==> config.mk <==
export PLATFORM = sky130hd
export DESIGN_NAME = high_side_switch_control
export DESIGN_NICKNAME = d
export VERILOG_FILES = /design/src/shared/hs_switch_pkg.sv /design/src/verilog/high_side_switch_control.sv
export SDC_FILE = /design/constraint.sdc
export NUM_CORES = 1
export LEC_CHECK = 0
export ABC_CLOCK_PERIOD_IN_PS = 2300
export BUFFER_PORTS_ARGS = -buffer_cell sky130_fd_sc_hd__buf_2
export CORE_ASPECT_RATIO = 1.4
export CORE_UTILIZATION = 58
export CTS_BUF_LIST = sky130_fd_sc_hd__clkbuf_8
export DETAILED_ROUTE_END_ITERATION = 7
export PLACE_DENSITY = 0.82
export SLEW_MARGIN = 15
export SYNTH_ARGS = -nofsm -noshare
export SYNTH_HDL_FRONTEND = slang
export SYNTH_SLANG_ARGS = --single-unit
==> constraint.sdc <==
create_clock -name clk -period 2.3 [get_ports clk]
set_clock_uncertainty 0.1 [all_clocks]
set_input_delay 0.345 -clock clk [delete_from_list [all_inputs] [get_ports clk]]
set_output_delay 0.345 -clock clk [all_outputs]
set_load 0.01 [all_outputs]
==> src/shared/hs_switch_pkg.sv <==
// Function
// - Output source: direct bit, timer or generator
// - Overvoltage switches on outputs off, then resumes
// - Undervoltage switches outputs off, then resumes
// - Overvoltage and undervoltage shutoff separately disableable
// - Recovery bit set: restore programmed configuration
// - Recovery clear: stay off, clear configuration
// - Supply faults only in supply flags
// - Overcurrent beyond filter time switches off
// - Overcurrent sets flag, clears configuration
// - Overcurrent flag cleared only by software
// - Open load checked when on; stays on
// - Open-load flags sticky until software clears
// - Configuration locked in stop and sleep
// - Restart or fail-safe disables all outputs
// - Protections stay active in low power
// - Two generators, 8-bit duty each
// - Each generator selects 200 or 400 Hz
// - Generator output starts on assignment
// - Any output assignable to any source
// - Open-load filter 64 us
package hs_switch_pkg;
    localparam int CLK_HZ = 40_000_000;
    localparam int OC_FILTER_NS = 16000;
    localparam int OL_FILTER_NS = 64000;
    localparam logic [11:0] OC_CYC = 12'((OC_FILTER_NS * (CLK_HZ / 1_000_000)) / 1000);
    localparam logic [11:0] OL_CYC = 12'((OL_FILTER_NS * (CLK_HZ / 1_000_000)) / 1000);
    localparam int PWM_SLOW_HZ = 200;
    localparam int PWM_FAST_HZ = 400;
    localparam logic [9:0] PRE_SLOW = 10'(CLK_HZ / (PWM_SLOW_HZ * 256));
    localparam logic [9:0] PRE_FAST = 10'(CLK_HZ / (PWM_FAST_HZ * 256));

    localparam logic [7:0] ADDR_CFG_A = 8'h00;
    localparam logic [7:0] ADDR_CFG_B = 8'h04;
    localparam logic [7:0] ADDR_SUPPLY_CTRL = 8'h08;
    localparam logic [7:0] ADDR_DUTY_ONE = 8'h0C;
    localparam logic [7:0] ADDR_DUTY_TWO = 8'h10;
    localparam logic [7:0] ADDR_RATE = 8'h14;
    localparam logic [7:0] ADDR_OC_STAT = 8'h18;
    localparam logic [7:0] ADDR_OL_STAT = 8'h1C;
    localparam logic [7:0] ADDR_SUPPLY_STAT = 8'h20;

    localparam int CTRL_OV_DIS = 0;
    localparam int CTRL_UV_DIS = 1;
    localparam int CTRL_REC = 2;

    localparam logic [2:0] CFG_OFF = 3'h0;
    localparam logic [2:0] CFG_ON = 3'h1;
    localparam logic [2:0] CFG_T1 = 3'h2;
    localparam logic [2:0] CFG_T2 = 3'h3;
    localparam logic [2:0] CFG_P1 = 3'h4;
    localparam logic [2:0] CFG_P2 = 3'h5;

    localparam logic [1:0] RESP_OKAY = 2'h0;
    localparam logic [1:0] RESP_SLVERR = 2'h2;

    typedef enum logic [3:0] {
        MODE_NORMAL = 4'h1,
        MODE_STOP = 4'h2,
        MODE_SLEEP = 4'h4,
        MODE_HALT = 4'h8
    } sbc_mode_t;

    typedef struct packed {
        logic ov;
        logic uv;
        logic [3:0] overCur;
        logic [3:0] lowCur;
        logic [1:0] timer;
    } sense_t;
endpackage

==> src/verilog/high_side_switch_control.sv <==
// Added by the designer: the AXI4-Lite slave port and the address map.
`timescale 1ns/1ps
`default_nettype none
module high_side_switch_control (
    input wire logic clk,
    input wire logic reset,
    input wire hs_switch_pkg::sbc_mode_t sbcMode,
    input wire hs_switch_pkg::sense_t sense,
    output logic [3:0] switchOutput,
    input wire logic [31:0] s_axi_awaddr,
    input wire logic s_axi_awvalid,
    output logic s_axi_awready,
    input wire logic [31:0] s_axi_wdata,
    input wire logic [3:0] s_axi_wstrb,
    input wire logic s_axi_wvalid,
    output logic s_axi_wready,
    output logic [1:0] s_axi_bresp,
    output logic s_axi_bvalid,
    input wire logic s_axi_bready,
    input wire logic [31:0] s_axi_araddr,
    input wire logic s_axi_arvalid,
    output logic s_axi_arready,
    output logic [31:0] s_axi_rdata,
    output logic [1:0] s_axi_rresp,
    output logic s_axi_rvalid,
    input wire logic s_axi_rready
);
    typedef struct packed {
        logic awRdy;
        logic bValid;
        logic [1:0] bResp;
        logic arRdy;
        logic rValid;
        logic [1:0] rResp;
        logic [31:0] rData;
        logic [3:0][2:0] cfg;
        logic ovDis;
        logic uvDis;
        logic rec;
        logic [1:0][7:0] duty;
        logic [1:0] rate;
        logic [3:0] ocFlag;
        logic [3:0] olFlag;
        logic supOv;
        logic supUv;
        hs_switch_pkg::sense_t sync1;
        hs_switch_pkg::sense_t sync2;
        logic [1:0][9:0] pre;
        logic [1:0][7:0] phase;
        logic [3:0][11:0] ocCnt;
        logic [3:0][11:0] olCnt;
        logic [3:0] out;
    } state_t;

    state_t st_r;
    state_t st_nxt;
    hs_switch_pkg::sense_t s;
    logic ovFault;
    logic uvFault;
    logic fault;
    logic halt;
    logic lowPower;
    logic wrEn;
    logic [7:0] wAddr;
    logic [1:0] pwm;

    assign s = st_r.sync2;
    assign ovFault = s.ov && !st_r.ovDis;
    assign uvFault = s.uv && !st_r.uvDis;
    assign fault = ovFault || uvFault;
    assign halt = sbcMode == hs_switch_pkg::MODE_HALT;
    assign lowPower = sbcMode == hs_switch_pkg::MODE_STOP || sbcMode == hs_switch_pkg::MODE_SLEEP;
    assign wrEn = st_r.awRdy && s_axi_awvalid && s_axi_wvalid;
    assign wAddr = s_axi_awaddr[7:0];
    assign pwm[0] = st_r.phase[0] < st_r.duty[0];
    assign pwm[1] = st_r.phase[1] < st_r.duty[1];

    always_comb
    begin
        logic want;
        logic lock;
        want = 1'b0;
        lock = lowPower || halt;
        st_nxt = st_r;
        st_nxt.sync1 = sense;
        st_nxt.sync2 = st_r.sync1;
        // Raw supply levels only, no other flag touched
        st_nxt.supOv = s.ov;
        st_nxt.supUv = s.uv;

        // Generators run free; 200 or 400 Hz per generator
        for (int g = 0; g < 2; g++)
        begin
            // At or past the limit, so a rate change never stretches a step
            if (st_r.pre[g] >= (st_r.rate[g] ? hs_switch_pkg::PRE_FAST
                : hs_switch_pkg::PRE_SLOW) - 10'h001)
            begin
                st_nxt.pre[g] = 10'h000;
                st_nxt.phase[g] = st_r.phase[g] + 8'h01;
            end
            else
            begin
                st_nxt.pre[g] = st_r.pre[g] + 10'h001;
            end
        end

        // Write channel
        st_nxt.awRdy = !st_r.awRdy && !st_r.bValid && s_axi_awvalid && s_axi_wvalid;
        if (st_r.bValid && s_axi_bready)
        begin
            st_nxt.bValid = 1'b0;
        end
        if (wrEn)
        begin
            st_nxt.bValid = 1'b1;
            st_nxt.bResp = hs_switch_pkg::RESP_OKAY;
            if (!s_axi_wstrb[0])
            begin
                st_nxt.bResp = hs_switch_pkg::RESP_OKAY;
            end
            else if (wAddr == hs_switch_pkg::ADDR_CFG_A)
            begin
                if (!lock) st_nxt.cfg[1:0] = {s_axi_wdata[6:4], s_axi_wdata[2:0]};
            end
            else if (wAddr == hs_switch_pkg::ADDR_CFG_B)
            begin
                if (!lock) st_nxt.cfg[3:2] = {s_axi_wdata[6:4], s_axi_wdata[2:0]};
            end
            else if (wAddr == hs_switch_pkg::ADDR_SUPPLY_CTRL)
            begin
                if (!lock)
                begin
                    st_nxt.ovDis = s_axi_wdata[hs_switch_pkg::CTRL_OV_DIS];
                    st_nxt.uvDis = s_axi_wdata[hs_switch_pkg::CTRL_UV_DIS];
                    st_nxt.rec = s_axi_wdata[hs_switch_pkg::CTRL_REC];
                end
            end
            else if (wAddr == hs_switch_pkg::ADDR_DUTY_ONE)
            begin
                if (!lock) st_nxt.duty[0] = s_axi_wdata[7:0];
            end
            else if (wAddr == hs_switch_pkg::ADDR_DUTY_TWO)
            begin
                if (!lock) st_nxt.duty[1] = s_axi_wdata[7:0];
            end
            else if (wAddr == hs_switch_pkg::ADDR_RATE)
            begin
                if (!lock) st_nxt.rate = s_axi_wdata[1:0];
            end
            else if (wAddr == hs_switch_pkg::ADDR_OC_STAT)
            begin
                st_nxt.ocFlag = st_r.ocFlag & ~s_axi_wdata[3:0];
            end
            else if (wAddr == hs_switch_pkg::ADDR_OL_STAT)
            begin
                st_nxt.olFlag = st_r.olFlag & ~s_axi_wdata[3:0];
            end
            else if (wAddr != hs_switch_pkg::ADDR_SUPPLY_STAT)
            begin
                st_nxt.bResp = hs_switch_pkg::RESP_SLVERR;
            end
        end

        // Read channel
        st_nxt.arRdy = !st_r.arRdy && !st_r.rValid && s_axi_arvalid;
        if (st_r.rValid && s_axi_rready)
        begin
            st_nxt.rValid = 1'b0;
        end
        if (st_r.arRdy && s_axi_arvalid)
        begin
            st_nxt.rValid = 1'b1;
            st_nxt.rResp = hs_switch_pkg::RESP_OKAY;
            st_nxt.rData = 32'h0000_0000;
            if (s_axi_araddr[7:0] == hs_switch_pkg::ADDR_CFG_A)
                st_nxt.rData[6:0] = {st_r.cfg[1], 1'b0, st_r.cfg[0]};
            else if (s_axi_araddr[7:0] == hs_switch_pkg::ADDR_CFG_B)
                st_nxt.rData[6:0] = {st_r.cfg[3], 1'b0, st_r.cfg[2]};
            else if (s_axi_araddr[7:0] == hs_switch_pkg::ADDR_SUPPLY_CTRL)
                st_nxt.rData[2:0] = {st_r.rec, st_r.uvDis, st_r.ovDis};
            else if (s_axi_araddr[7:0] == hs_switch_pkg::ADDR_DUTY_ONE)
                st_nxt.rData[7:0] = st_r.duty[0];
            else if (s_axi_araddr[7:0] == hs_switch_pkg::ADDR_DUTY_TWO)
                st_nxt.rData[7:0] = st_r.duty[1];
            else if (s_axi_araddr[7:0] == hs_switch_pkg::ADDR_RATE)
                st_nxt.rData[1:0] = st_r.rate;
            else if (s_axi_araddr[7:0] == hs_switch_pkg::ADDR_OC_STAT)
                st_nxt.rData[3:0] = st_r.ocFlag;
            else if (s_axi_araddr[7:0] == hs_switch_pkg::ADDR_OL_STAT)
                st_nxt.rData[3:0] = st_r.olFlag;
            else if (s_axi_araddr[7:0] == hs_switch_pkg::ADDR_SUPPLY_STAT)
                st_nxt.rData[1:0] = {st_r.supUv, st_r.supOv};
            else
                st_nxt.rResp = hs_switch_pkg::RESP_SLVERR;
        end

        // Supply fault without recovery drops configuration
        if (fault && !st_r.rec)
        begin
            st_nxt.cfg = '0;
        end
        if (halt)
        begin
            st_nxt.cfg = '0;
        end

        // Switch drive and protection, active in every mode except halt
        for (int i = 0; i < 4; i++)
        begin
            case (st_r.cfg[i])
                hs_switch_pkg::CFG_ON: want = 1'b1;
                hs_switch_pkg::CFG_T1: want = s.timer[0];
                hs_switch_pkg::CFG_T2: want = s.timer[1];
                hs_switch_pkg::CFG_P1: want = pwm[0];
                hs_switch_pkg::CFG_P2: want = pwm[1];
                default: want = 1'b0;
            endcase
            // Held off while faulted; returns when fault clears if recovery kept the configuration
            st_nxt.out[i] = want && !fault && !halt;

            if (st_r.out[i] && s.overCur[i])
                st_nxt.ocCnt[i] = st_r.ocCnt[i] + 12'h001;
            else
                st_nxt.ocCnt[i] = 12'h000;
            if (st_r.out[i] && s.overCur[i] && st_r.ocCnt[i] == hs_switch_pkg::OC_CYC - 12'h001)
            begin
                st_nxt.ocFlag[i] = 1'b1;
                st_nxt.cfg[i] = hs_switch_pkg::CFG_OFF;
                st_nxt.out[i] = 1'b0;
                st_nxt.ocCnt[i] = 12'h000;
            end

            if (st_r.out[i] && s.lowCur[i])
                st_nxt.olCnt[i] = st_r.olCnt[i] + 12'h001;
            else
                st_nxt.olCnt[i] = 12'h000;
            if (st_r.out[i] && s.lowCur[i] && st_r.olCnt[i] == hs_switch_pkg::OL_CYC - 12'h001)
            begin
                st_nxt.olFlag[i] = 1'b1;
                st_nxt.olCnt[i] = 12'h000;
            end
        end
    end

    always_ff @(posedge clk)
    begin
        if (reset)
            st_r <= '0;
        else
            st_r <= st_nxt;
    end

    assign switchOutput = st_r.out;
    assign s_axi_awready = st_r.awRdy;
    assign s_axi_wready = st_r.awRdy;
    assign s_axi_bvalid = st_r.bValid;
    assign s_axi_bresp = st_r.bResp;
    assign s_axi_arready = st_r.arRdy;
    assign s_axi_rvalid = st_r.rValid;
    assign s_axi_rresp = st_r.rResp;
    assign s_axi_rdata = st_r.rData;
endmodule
`default_nettype wire

==> results of run 1 <==
==> critical path, stage by stage, from the launching register on <==
cell and delay (ns):
dfxtp_1 0.32, ha_1 0.27, nand3_1 0.13, nor4_1 0.06, buf_4 0.16, a2111oi_0 0.54, nand3_1 0.14, o21ai_0 0.28
==> per-layer routing <==
metal / part of all wire, % / vias up / wire length, um
li1: - / 3981 / -
met1: 42 / 3709 / 8670
met2: 50 / 182 / 10400
met3: 3.9 / 69 / 816
met4: 4.5 / 0 / 932
met5: 0 / - / 0
==> registers in the layout, summed over array words and instances, names as in the netlist, 4 cells and up <==
name,cells
s,12
switchOutput,4
st_nxt,12
s_axi_rdata,8
st_r,175
==> kinds of logic (layout without fill, tap and decap cells) <==
logic type	after synthesis	count (layout)	synth area share (%)
other	1	26	0.0379
buffers and inverters	115	209	6.00
DFF	217	217	43.9
adders and majority gates	34	34	4.29
AOI/OAI and AO/OA	98	98	6.33
muxes	40	40	4.08
xor gates and xnor gates	110	110	9.73
and+or+nand+nor	510	510	25.7
==> layout make-up <==
cell class | instances | area share (%)
Timing Repair Buffer | 106 | 6.23
Tap cell | 203 | 2.26
Multi-Input combinational cell | 818 | 45.1
Sequential cell | 217 | 38.7
Clock buffer | 46 | 5.65
Clock inverter | 12 | 0.491
Inverter | 45 | 1.51
==> metrics by stage <==
step | total power [W] | area, um2 | utilization, %
6_report | 0.00733 | 11200 | 67.0
5_1_grt | 0.00760 | 11200 | 67.0
4_1_cts | 0.00740 | 11200 | 67.0
3_5_place_dp | 0.00416 | 10400 | 61.8
3_3_place_gp | 0.00415 | 10400 | 61.8
2_1_floorplan | 0.00408 | 10000 | -
==> report_power, final <==
| part | leakage [nW] | switching [W] | internal (W) | total (W) |
|---|---|---|---|---|
| logic | 2.27 | 0.000169 | 0.000114 | 0.000282 |
| registers | 1.75 | 0.0000246 | 0.00380 | 0.00382 |
| clock network | 0.387 | 0.00145 | 0.00178 | 0.00323 |
==> placed cells by master (no fill, tap or decap), drive strengths merged, types with 26 or more instances in the layout <==
master    n
dfxtp   217
nor2    199
buf      89
xor2     61
nand2    58
nand3    57
inv      54
xnor2    49
clkbuf   46
mux2i    37
nand4    37
nor2b    34
ha       34
o21ai    29
conb     26
nor3     26
==> path summary, 6_finish.rpt <==
path	cells past startpoint	endpoint	slack, ns
setup / recovery	7	switchOutput[3]	0.21
hold / removal	2	s_axi_arready	0.02
setup reg to reg	7	switchOutput[3]	0.21
hold reg to reg	1	s[4]	0.33
==> timing repair <==
action | 4_1_cts | 5_1_grt
hold buffers | 17 | 0
endpoints found under the hold margin | 17 | 0
setup endpoints to repair | 0 | 0
==> metrics.yaml, run 1 <==
crit_fanout: 5
p_leak_nw: 4.41
post-place-ws_ns: 0.0578
setup_violations: 0
ys_seq_elements: 217
nFillCells: 1359
powerDensity_mw_per_mm2: 654
post-route-worst-setup-slack_ns: 0.212
min_period_over_period_pct: 90.8
grt_pass1_vias: 7701
grt_usage_pct: 24.1
antennaDiodeCount: 0
core_area_mm2: 0.0167
crit_start: "st_r[88]"
syn-cell-area_mm2: 0.00991
whs_ns: 0.0182
placedCellCount: 1372
cts.sinks: 217
grtUsageMet3_pct: 4.53
grt_pass1_wl_um: 34300
fmax_mhz: 479
drt-initial-drc-count: 484
multi_input_area_mm2: 0.00506
ys_types: 58
crit_required_ns: 2.61
antenna_found_initial: 0
grt-ovfl-total: 0
startpoint_type: "flop"
drt-pass1-iter-count: 5
ys_seq_area_share_pct: 43.9
cts_tree: "done"
hpwl_um: 14700
grt_max_degree: 83
clk_pin_slew_worst_paths_ns: 0.06
post_cts_buffers: 0
hold_start: "s_axi_arvalid"
synth_edf_count: 0
postSynth.asyncResetShare_pct: 0
io_buffers: 66
crit_path_end_kind: "flop"
grt.busiest_layer: "met2"
rsz0062_at_grt: "no"
maxSlewViolCount: 0
vdd_drop_max_uv: 634
critPathKind: "flop to flop"
routed_wl_um: 20900
rr_startpoint: "st_r[88]"
worstMarginPinSlew_ns: 0.562
synthTopCellsByCount: "217 x dfxtp_1, 199 x nor2_1, 61 x xor2_1"
hold_class: "primary input to flop"
synth_top_area_cell: "dfxtp_1"
final.min_clock_period_ns: 2.09
synthTopCellsByArea: "dfxtp_1 44%, nor2_1 7.5%, xor2_1 5.4%"
post_drt_wl_per_cell_um: 14.4
layout-drive-gt1-share_pct: 12.4
cts_buffers: 35
synthToLayoutAreaGrowth_pct: 13.2
gp_congestion: 0.894
rows: 56
via_count: 7941
ant_nets: 0
maxCapViolCount: 0
netlist_instances: 1125
final_net_count: 1380
synth-main-ff-cell: "dfxtp_1"
tns_ns: 0
syn_area_per_cell_um2: 8.81
worstSkewPairLatency_ns: 0.52
yosysWarnings: 0
relSlewSlack_pct: 61.6
synth_most_common_cell: "dfxtp_1"
drc: 0
outcome: "finished clean"
use_met1_pct: 26.2
pin_count: 168
stdcell_count: 1447
cts_resized: 0
hold_viol: 0
gr-usage-met2_pct: 43.7
crit_arrival_ns: 2.39
initial_utilization_pct: 59.2
die_height_um: 157
synth_top_area_share_pct: 43.9
cts_max_path_buffers: 3
drt-vias-per-instance: 5.49
htreeDepth: 2
die_width_um: 112
cts-root-buf: "clkbuf_8"
die_area_mm2: 0.0176
seqCellArea_mm2: 0.00434
No activity file was read; power rests on OpenSTA's default activity.
==> run 2: changes to the inputs <==
Settings changed: CORE_ASPECT_RATIO 1.4 to 1.75, CTS_CLUSTER_SIZE set to 28.
==> metrics.yaml, run 2 (synthesis gave the netlist of run 1 again) <==
outcome: "finished clean"
p_total_w: 0.00737  # +0.47%
die_height_um: 175  # +12%
crit_buf_inv: 2  # +1
clk_pin_slew_worst_paths_ns: 0.07  # about the same
tns_ns: 0  # unchanged
synthToLayoutAreaGrowth_pct: 14.0
crit_required_ns: 2.63  # +0.02 ns
grt_max_degree: 83  # unchanged
min_path_cells: 3  # +1
powerDensity_mw_per_mm2: 652  # -0.26%
r2r-end: "switchOutput[3]"
fin_util_pct: 68.4  # +1.4 points
grt_usage_pct: 25.5  # +1.4 points
core_area_mm2: 0.0165  # -1.3%
place_area_mm2: 0.0104  # +0.40%
cts-root-buf: "clkbuf_8"
post_drt_wl_per_cell_um: 14.8  # +2.9%
hold_viol: 0  # unchanged
gp_congestion: 0.904  # +1.1%
htreeDepth: 1  # -1
antenna_found_initial: 0  # unchanged
p_leak_nw: 4.43  # +0.35%
critPathKind: "flop to flop"
maxSlewViolCount: 0  # unchanged
drc: 0  # unchanged
worstSkewPairLatency_ns: 0.56  # +0.04 ns
final_net_count: 1381  # +0.072%
hold_class: "primary input to flop"
crit_path_end_kind: "flop"
rows: 62  # +11%
io_buffers: 66  # unchanged
maxCapViolCount: 0  # unchanged
hold_start: "s_axi_wdata[3]"
cts_buffers: 30  # -14%
grt-ovfl-total: 0  # unchanged
post-place-ws_ns: 0.0523  # -0.00549 ns
fmax_mhz: 472  # -1.4%
drt-pass1-iter-count: 5  # unchanged
crit_path_top_delay_cell: "a2111oi_0"
hpwl_um: 15500  # +5.5%
final_cell_mix: "217 x dfxtp_1, 199 x nor2_1, 66 x buf_2"
rr_startpoint: "st_r[177]"
antennaDiodeCount: 0  # unchanged
ant_nets: 0  # unchanged
min_to: "st_r[175]"
rrSetupSlack_ns: 0.18  # -0.03 ns
relSlewSlack_pct: 59.2  # -2.4 points
crit_arrival_ns: 2.45  # +0.06 ns
post-route-worst-setup-slack_ns: 0.182  # -0.0302 ns
cts_max_path_buffers: 3  # unchanged
crit_family: "compound AO/OA/AOI/OAI gates"
largest_reg_flops: 175  # unchanged
via_count: 8066  # +1.6%
cp_num_cells: 6  # -1
crit_start: "st_r[177]"
grt_pass1_vias: 8096  # +5.1%
cts_tree: "done"
die_area_mm2: 0.0176  # about the same
reg2regPathDepth: 6  # -1
initial_utilization_pct: 60.0  # +0.80 points
worstMarginPinSlew_ns: 0.597  # +0.0348 ns
final.min_clock_period_ns: 2.12  # +0.0302 ns
slowest_delay_ns: 0.47  # -0.07 ns
startpoint_type: "flop"
setup_violations: 0  # unchanged
rsz0062_at_grt: "no"
top_register: "st_r"
grt_pass1_wl_um: 36500  # +6.3%
vdd_drop_max_uv: 514  # -19%
pin_count: 168  # unchanged
min_period_over_period_pct: 92.1  # +1.3 points
layout-drive-gt1-share_pct: 12.6  # +0.21 points
routed_wl_um: 21800  # +4.6%
mostFrequentLayoutCell: "dfxtp_1"
post_cts_buffers: 0  # unchanged
drt-initial-drc-count: 421  # -13%
nFillCells: 1324  # -2.6%
crit_fanout: 4  # -1
finalInstanceArea_mm2: 0.0113  # +0.72%
die_width_um: 101  # -10%
cp_cell_sequence: "inv_1, ha_1, a2111oi_0, a32oi_1, buf_4, o21ai_0"
drt-vias-per-instance: 5.48  # about the same
cts.sinks: 217  # unchanged
-- run 2: cell count changes in the layout (fill, tap and decap cells not counted), sizes merged --
cell and delta:
dlygate4sd3 +4, clkinv +5, clkbuf -4, buf +2
inv -5, clkinvlp -1, bufinv +2
-- run 2: layout make-up --
class / count / area, um2 / share of cell area, %
multi-input cells: 818 / 5060 / 44.8
flip-flops and latches: 217 / 4340 / 38.5
repair buffers: 112 / 753 / 6.67
clock buffers: 42 / 578 / 5.12
well taps: 224 / 280 / 2.48
inverters: 45 / 169 / 1.50
clock inverters: 13 / 109 / 0.964
-- run 2: power by group --
part | switching, W | internal, W | leakage (nW)
sequential | 0.0000253 | 0.00379 | 1.75
combinational | 0.000166 | 0.000119 | 2.29
clock | 0.00142 | 0.00184 | 0.380
total | 0.00161 | 0.00576 | 4.43
-- run 2: metrics by stage --
stage,std cells,hold slack [ns]
2_1_floorplan,1150,0.314
3_3_place_gp,1395,0.318
3_5_place_dp,1395,0.320
4_1_cts,1471,0.0104
5_1_grt,1471,0.0318
6_report,1471,0.0440
-- run 2: worst register-to-register path, stage by stage (launching register included) --
cell and delay, ns:
dfxtp_1 0.37, inv_1 0.06, ha_1 0.31, a2111oi_0 0.47, a32oi_1 0.19, buf_4 0.20, o21ai_0 0.31
-- run 2: worst max-delay path by stage --
stage                      endpoint  slack (ns)
detailed placement   s_axi_rdata[1]        0.05
global placement     s_axi_rdata[1]        0.06
CTS                        st_r[62]        0.21
finish              switchOutput[3]        0.18
floorplan            s_axi_rdata[1]        0.14
global route        switchOutput[3]        0.08
-- run 2: repair_timing --
item                                    CTS  global route
endpoints found under the setup margin    0             1
endpoints found under the hold margin    25             0
hold buffers                             21             0
resized for setup                         0             1
-- run 2: metal layers --
layer	GRT usage [%]	vias up	share of wire, %
met3	4.24	78	4.9
met5	0	-	0
met4	15.2	0	5.0
met2	47.8	248	53
li1	-	3989	-
met1	25.7	3751	37
==> run 3: changes to the inputs <==
Settings changed: CELL_PAD_IN_SITES_DETAIL_PLACEMENT set to 1, CELL_PAD_IN_SITES_GLOBAL_PLACEMENT set to 1, CORE_UTILIZATION 58 to 44, PLACE_DENSITY 0.82 to not set, PLACE_DENSITY_LB_ADDON set to 0.1.
==> metrics.yaml, run 3 (synthesis gave the netlist of run 1 again) <==
layout-drive-gt1-share_pct: 12.8  # +0.18 points
die_area_mm2: 0.0231  # +31%
reg2regPathDepth: 7  # +1
critPathKind: "flop to flop"
grt-ovfl-total: 0  # unchanged
hpwl_um: 18000  # +16%
fin_util_pct: 51.5  # -17 points
final_net_count: 1389  # +0.58%
post_cts_buffers: 0  # unchanged
rsz0062_at_grt: "no"
cts_tree: "done"
core_area_mm2: 0.0221  # +34%
post-place-ws_ns: 0.00852  # -0.0438 ns
antennaDiodeCount: 0  # unchanged
vdd_drop_max_uv: 389  # -24%
top_register: "st_r"
final.min_clock_period_ns: 2.20  # +0.0808 ns
final_cell_mix: "217 x dfxtp_1, 199 x nor2_1, 65 x buf_2"
htreeDepth: 2  # +1
hold_viol: 0  # unchanged
worstSkewPairLatency_ns: 0.53  # -0.03 ns
drc: 0  # unchanged
pwr-share-comb_pct: 4.0  # about the same
maxSlewViolCount: 0  # unchanged
relSlewSlack_pct: 62.2  # +3.0 points
rows: 72  # +16%
rrSetupSlack_ns: 0.10  # -0.08 ns
crit_path_end_kind: "flop"
antenna_found_initial: 0  # unchanged
worstMarginPinSlew_ns: 0.553  # -0.0440 ns
r2r-end: "switchOutput[0]"
routed_wl_um: 24300  # +11%
mostFrequentLayoutCell: "dfxtp_1"
p_leak_nw: 4.44  # +0.34%
cts.sinks: 217  # unchanged
pwr-share-clk_pct: 43.1  # -1.2 points
switching_power_w: 0.00169  # +5.1%
internal-power_w: 0.00553  # -3.9%
crit_arrival_ns: 2.56  # +0.11 ns
clk_pin_slew_worst_paths_ns: 0.06  # about the same
maxCapViolCount: 0  # unchanged
largest_reg_flops: 175  # unchanged
min_path_cells: 3  # unchanged
tns_ns: 0  # unchanged
crit_fanout: 4  # unchanged
powerDensity_mw_per_mm2: 635  # -2.6%
gp_congestion: 0.817  # -9.7%
grt_pass1_wl_um: 40700  # +12%
drt-vias-per-instance: 5.22  # -4.9%
drt-pass1-iter-count: 4  # -1
switching_share_pct: 23.4  # +1.6 points
cts_max_path_buffers: 3  # unchanged
min_period_over_period_pct: 95.6  # +3.5 points
synthToLayoutAreaGrowth_pct: 14.8
die_width_um: 115  # +15%
outcome: "finished clean"
grt_usage_pct: 22.1  # -3.4 points
pin_count: 168  # unchanged
p_total_w: 0.00722  # -1.9%
initial_utilization_pct: 44.9  # -15 points
setup_violations: 0  # unchanged
cts-root-buf: "clkbuf_8"
endpoint: "switchOutput[0]"
nFillCells: 2680  # +100%
seqCellArea_mm2: 0.00434  # unchanged
via_count: 8080  # +0.17%
hold_class: "primary input to flop"
cts_buffers: 35  # +17%
post-route-worst-setup-slack_ns: 0.101  # -0.0808 ns
crit_required_ns: 2.66  # +0.03 ns
whs_ns: 0.0584  # +0.0143 ns
crit_start: "st_r[177]"
post_drt_wl_per_cell_um: 15.7  # +5.7%
die_height_um: 200  # +15%
power_frac_seq_pct: 52.9  # +1.1 points
rr_startpoint: "st_r[177]"
grt_pass1_vias: 8555  # +5.7%
startpoint_type: "flop"
io_buffers: 66  # unchanged
drt-initial-drc-count: 178  # -58%
fmax_mhz: 455  # -3.7%
multi_input_area_mm2: 0.00506  # unchanged
ant_nets: 0  # unchanged
grt_max_degree: 83  # unchanged
-- run 3: timing repair --
item                                    CTS  global route
endpoints found under the hold margin    18             0
gates resized for setup                   0             1
endpoints found under the setup margin    0             1
hold buffers                             18             0
-- run 3: cell type report --
| class | instances | share of cell area [%] |
|---|---|---|
| inverter | 45 | 1.49 |
| timing repair buffer | 115 | 6.89 |
| tap | 296 | 3.26 |
| multi-input combinational | 818 | 44.5 |
| clock inverter | 17 | 0.682 |
| sequential | 217 | 38.2 |
| clock buffer | 41 | 4.96 |
-- run 3: through the flow --
step                      instance area, um2  std cells
after floorplan                        10000       1150
after global placement                 10500       1473
after detailed placement               10500       1473
after CTS                              11400       1549
after global routing                   11400       1549
final                                  11400       1549
-- run 3: critical path: stages (launching register included) --
cell	delay [ns]
dfxtp_1	0.39
inv_1	0.09
ha_1	0.32
a2111oi_0	0.46
a32oi_1	0.17
buf_4	0.20
o21ai_0	0.27
buf_4	0.16
-- run 3: power by group through the flow --
stage               clock network, W  registers, W  logic, W
finish                       0.00311       0.00382  0.000288
global route                 0.00340       0.00382  0.000317
CTS                          0.00324       0.00382  0.000291
detailed placement                 0       0.00390  0.000267
global placement                   0       0.00390  0.000261
floorplan                          0       0.00390  0.000180
-- run 3: per-layer routing --
metal / up-vias / track usage [%] / routed length, um
li1: 3989 / - / -
met1: 3908 / 21.6 / 9140
met2: 121 / 43.3 / 13500
met3: 62 / 3.44 / 695
met4: 0 / 10.3 / 968
met5: - / 0 / 0
-- run 3: worst min-delay path by stage --
| stage | slack (ns) | startpoint | endpoint |
|---|---|---|---|
| CTS | 0.03 | s_axi_wdata[4] | st_r[176] |
| finish | 0.06 | s_axi_wdata[5] | st_r[201] |
| detailed placement | 0.33 | st_nxt[147] | s[11] |
| global placement | 0.32 | st_nxt[139] | s[3] |
| global route | 0.05 | s_axi_wdata[5] | st_r[185] |
| floorplan | 0.31 | st_nxt[136] | s[0] |
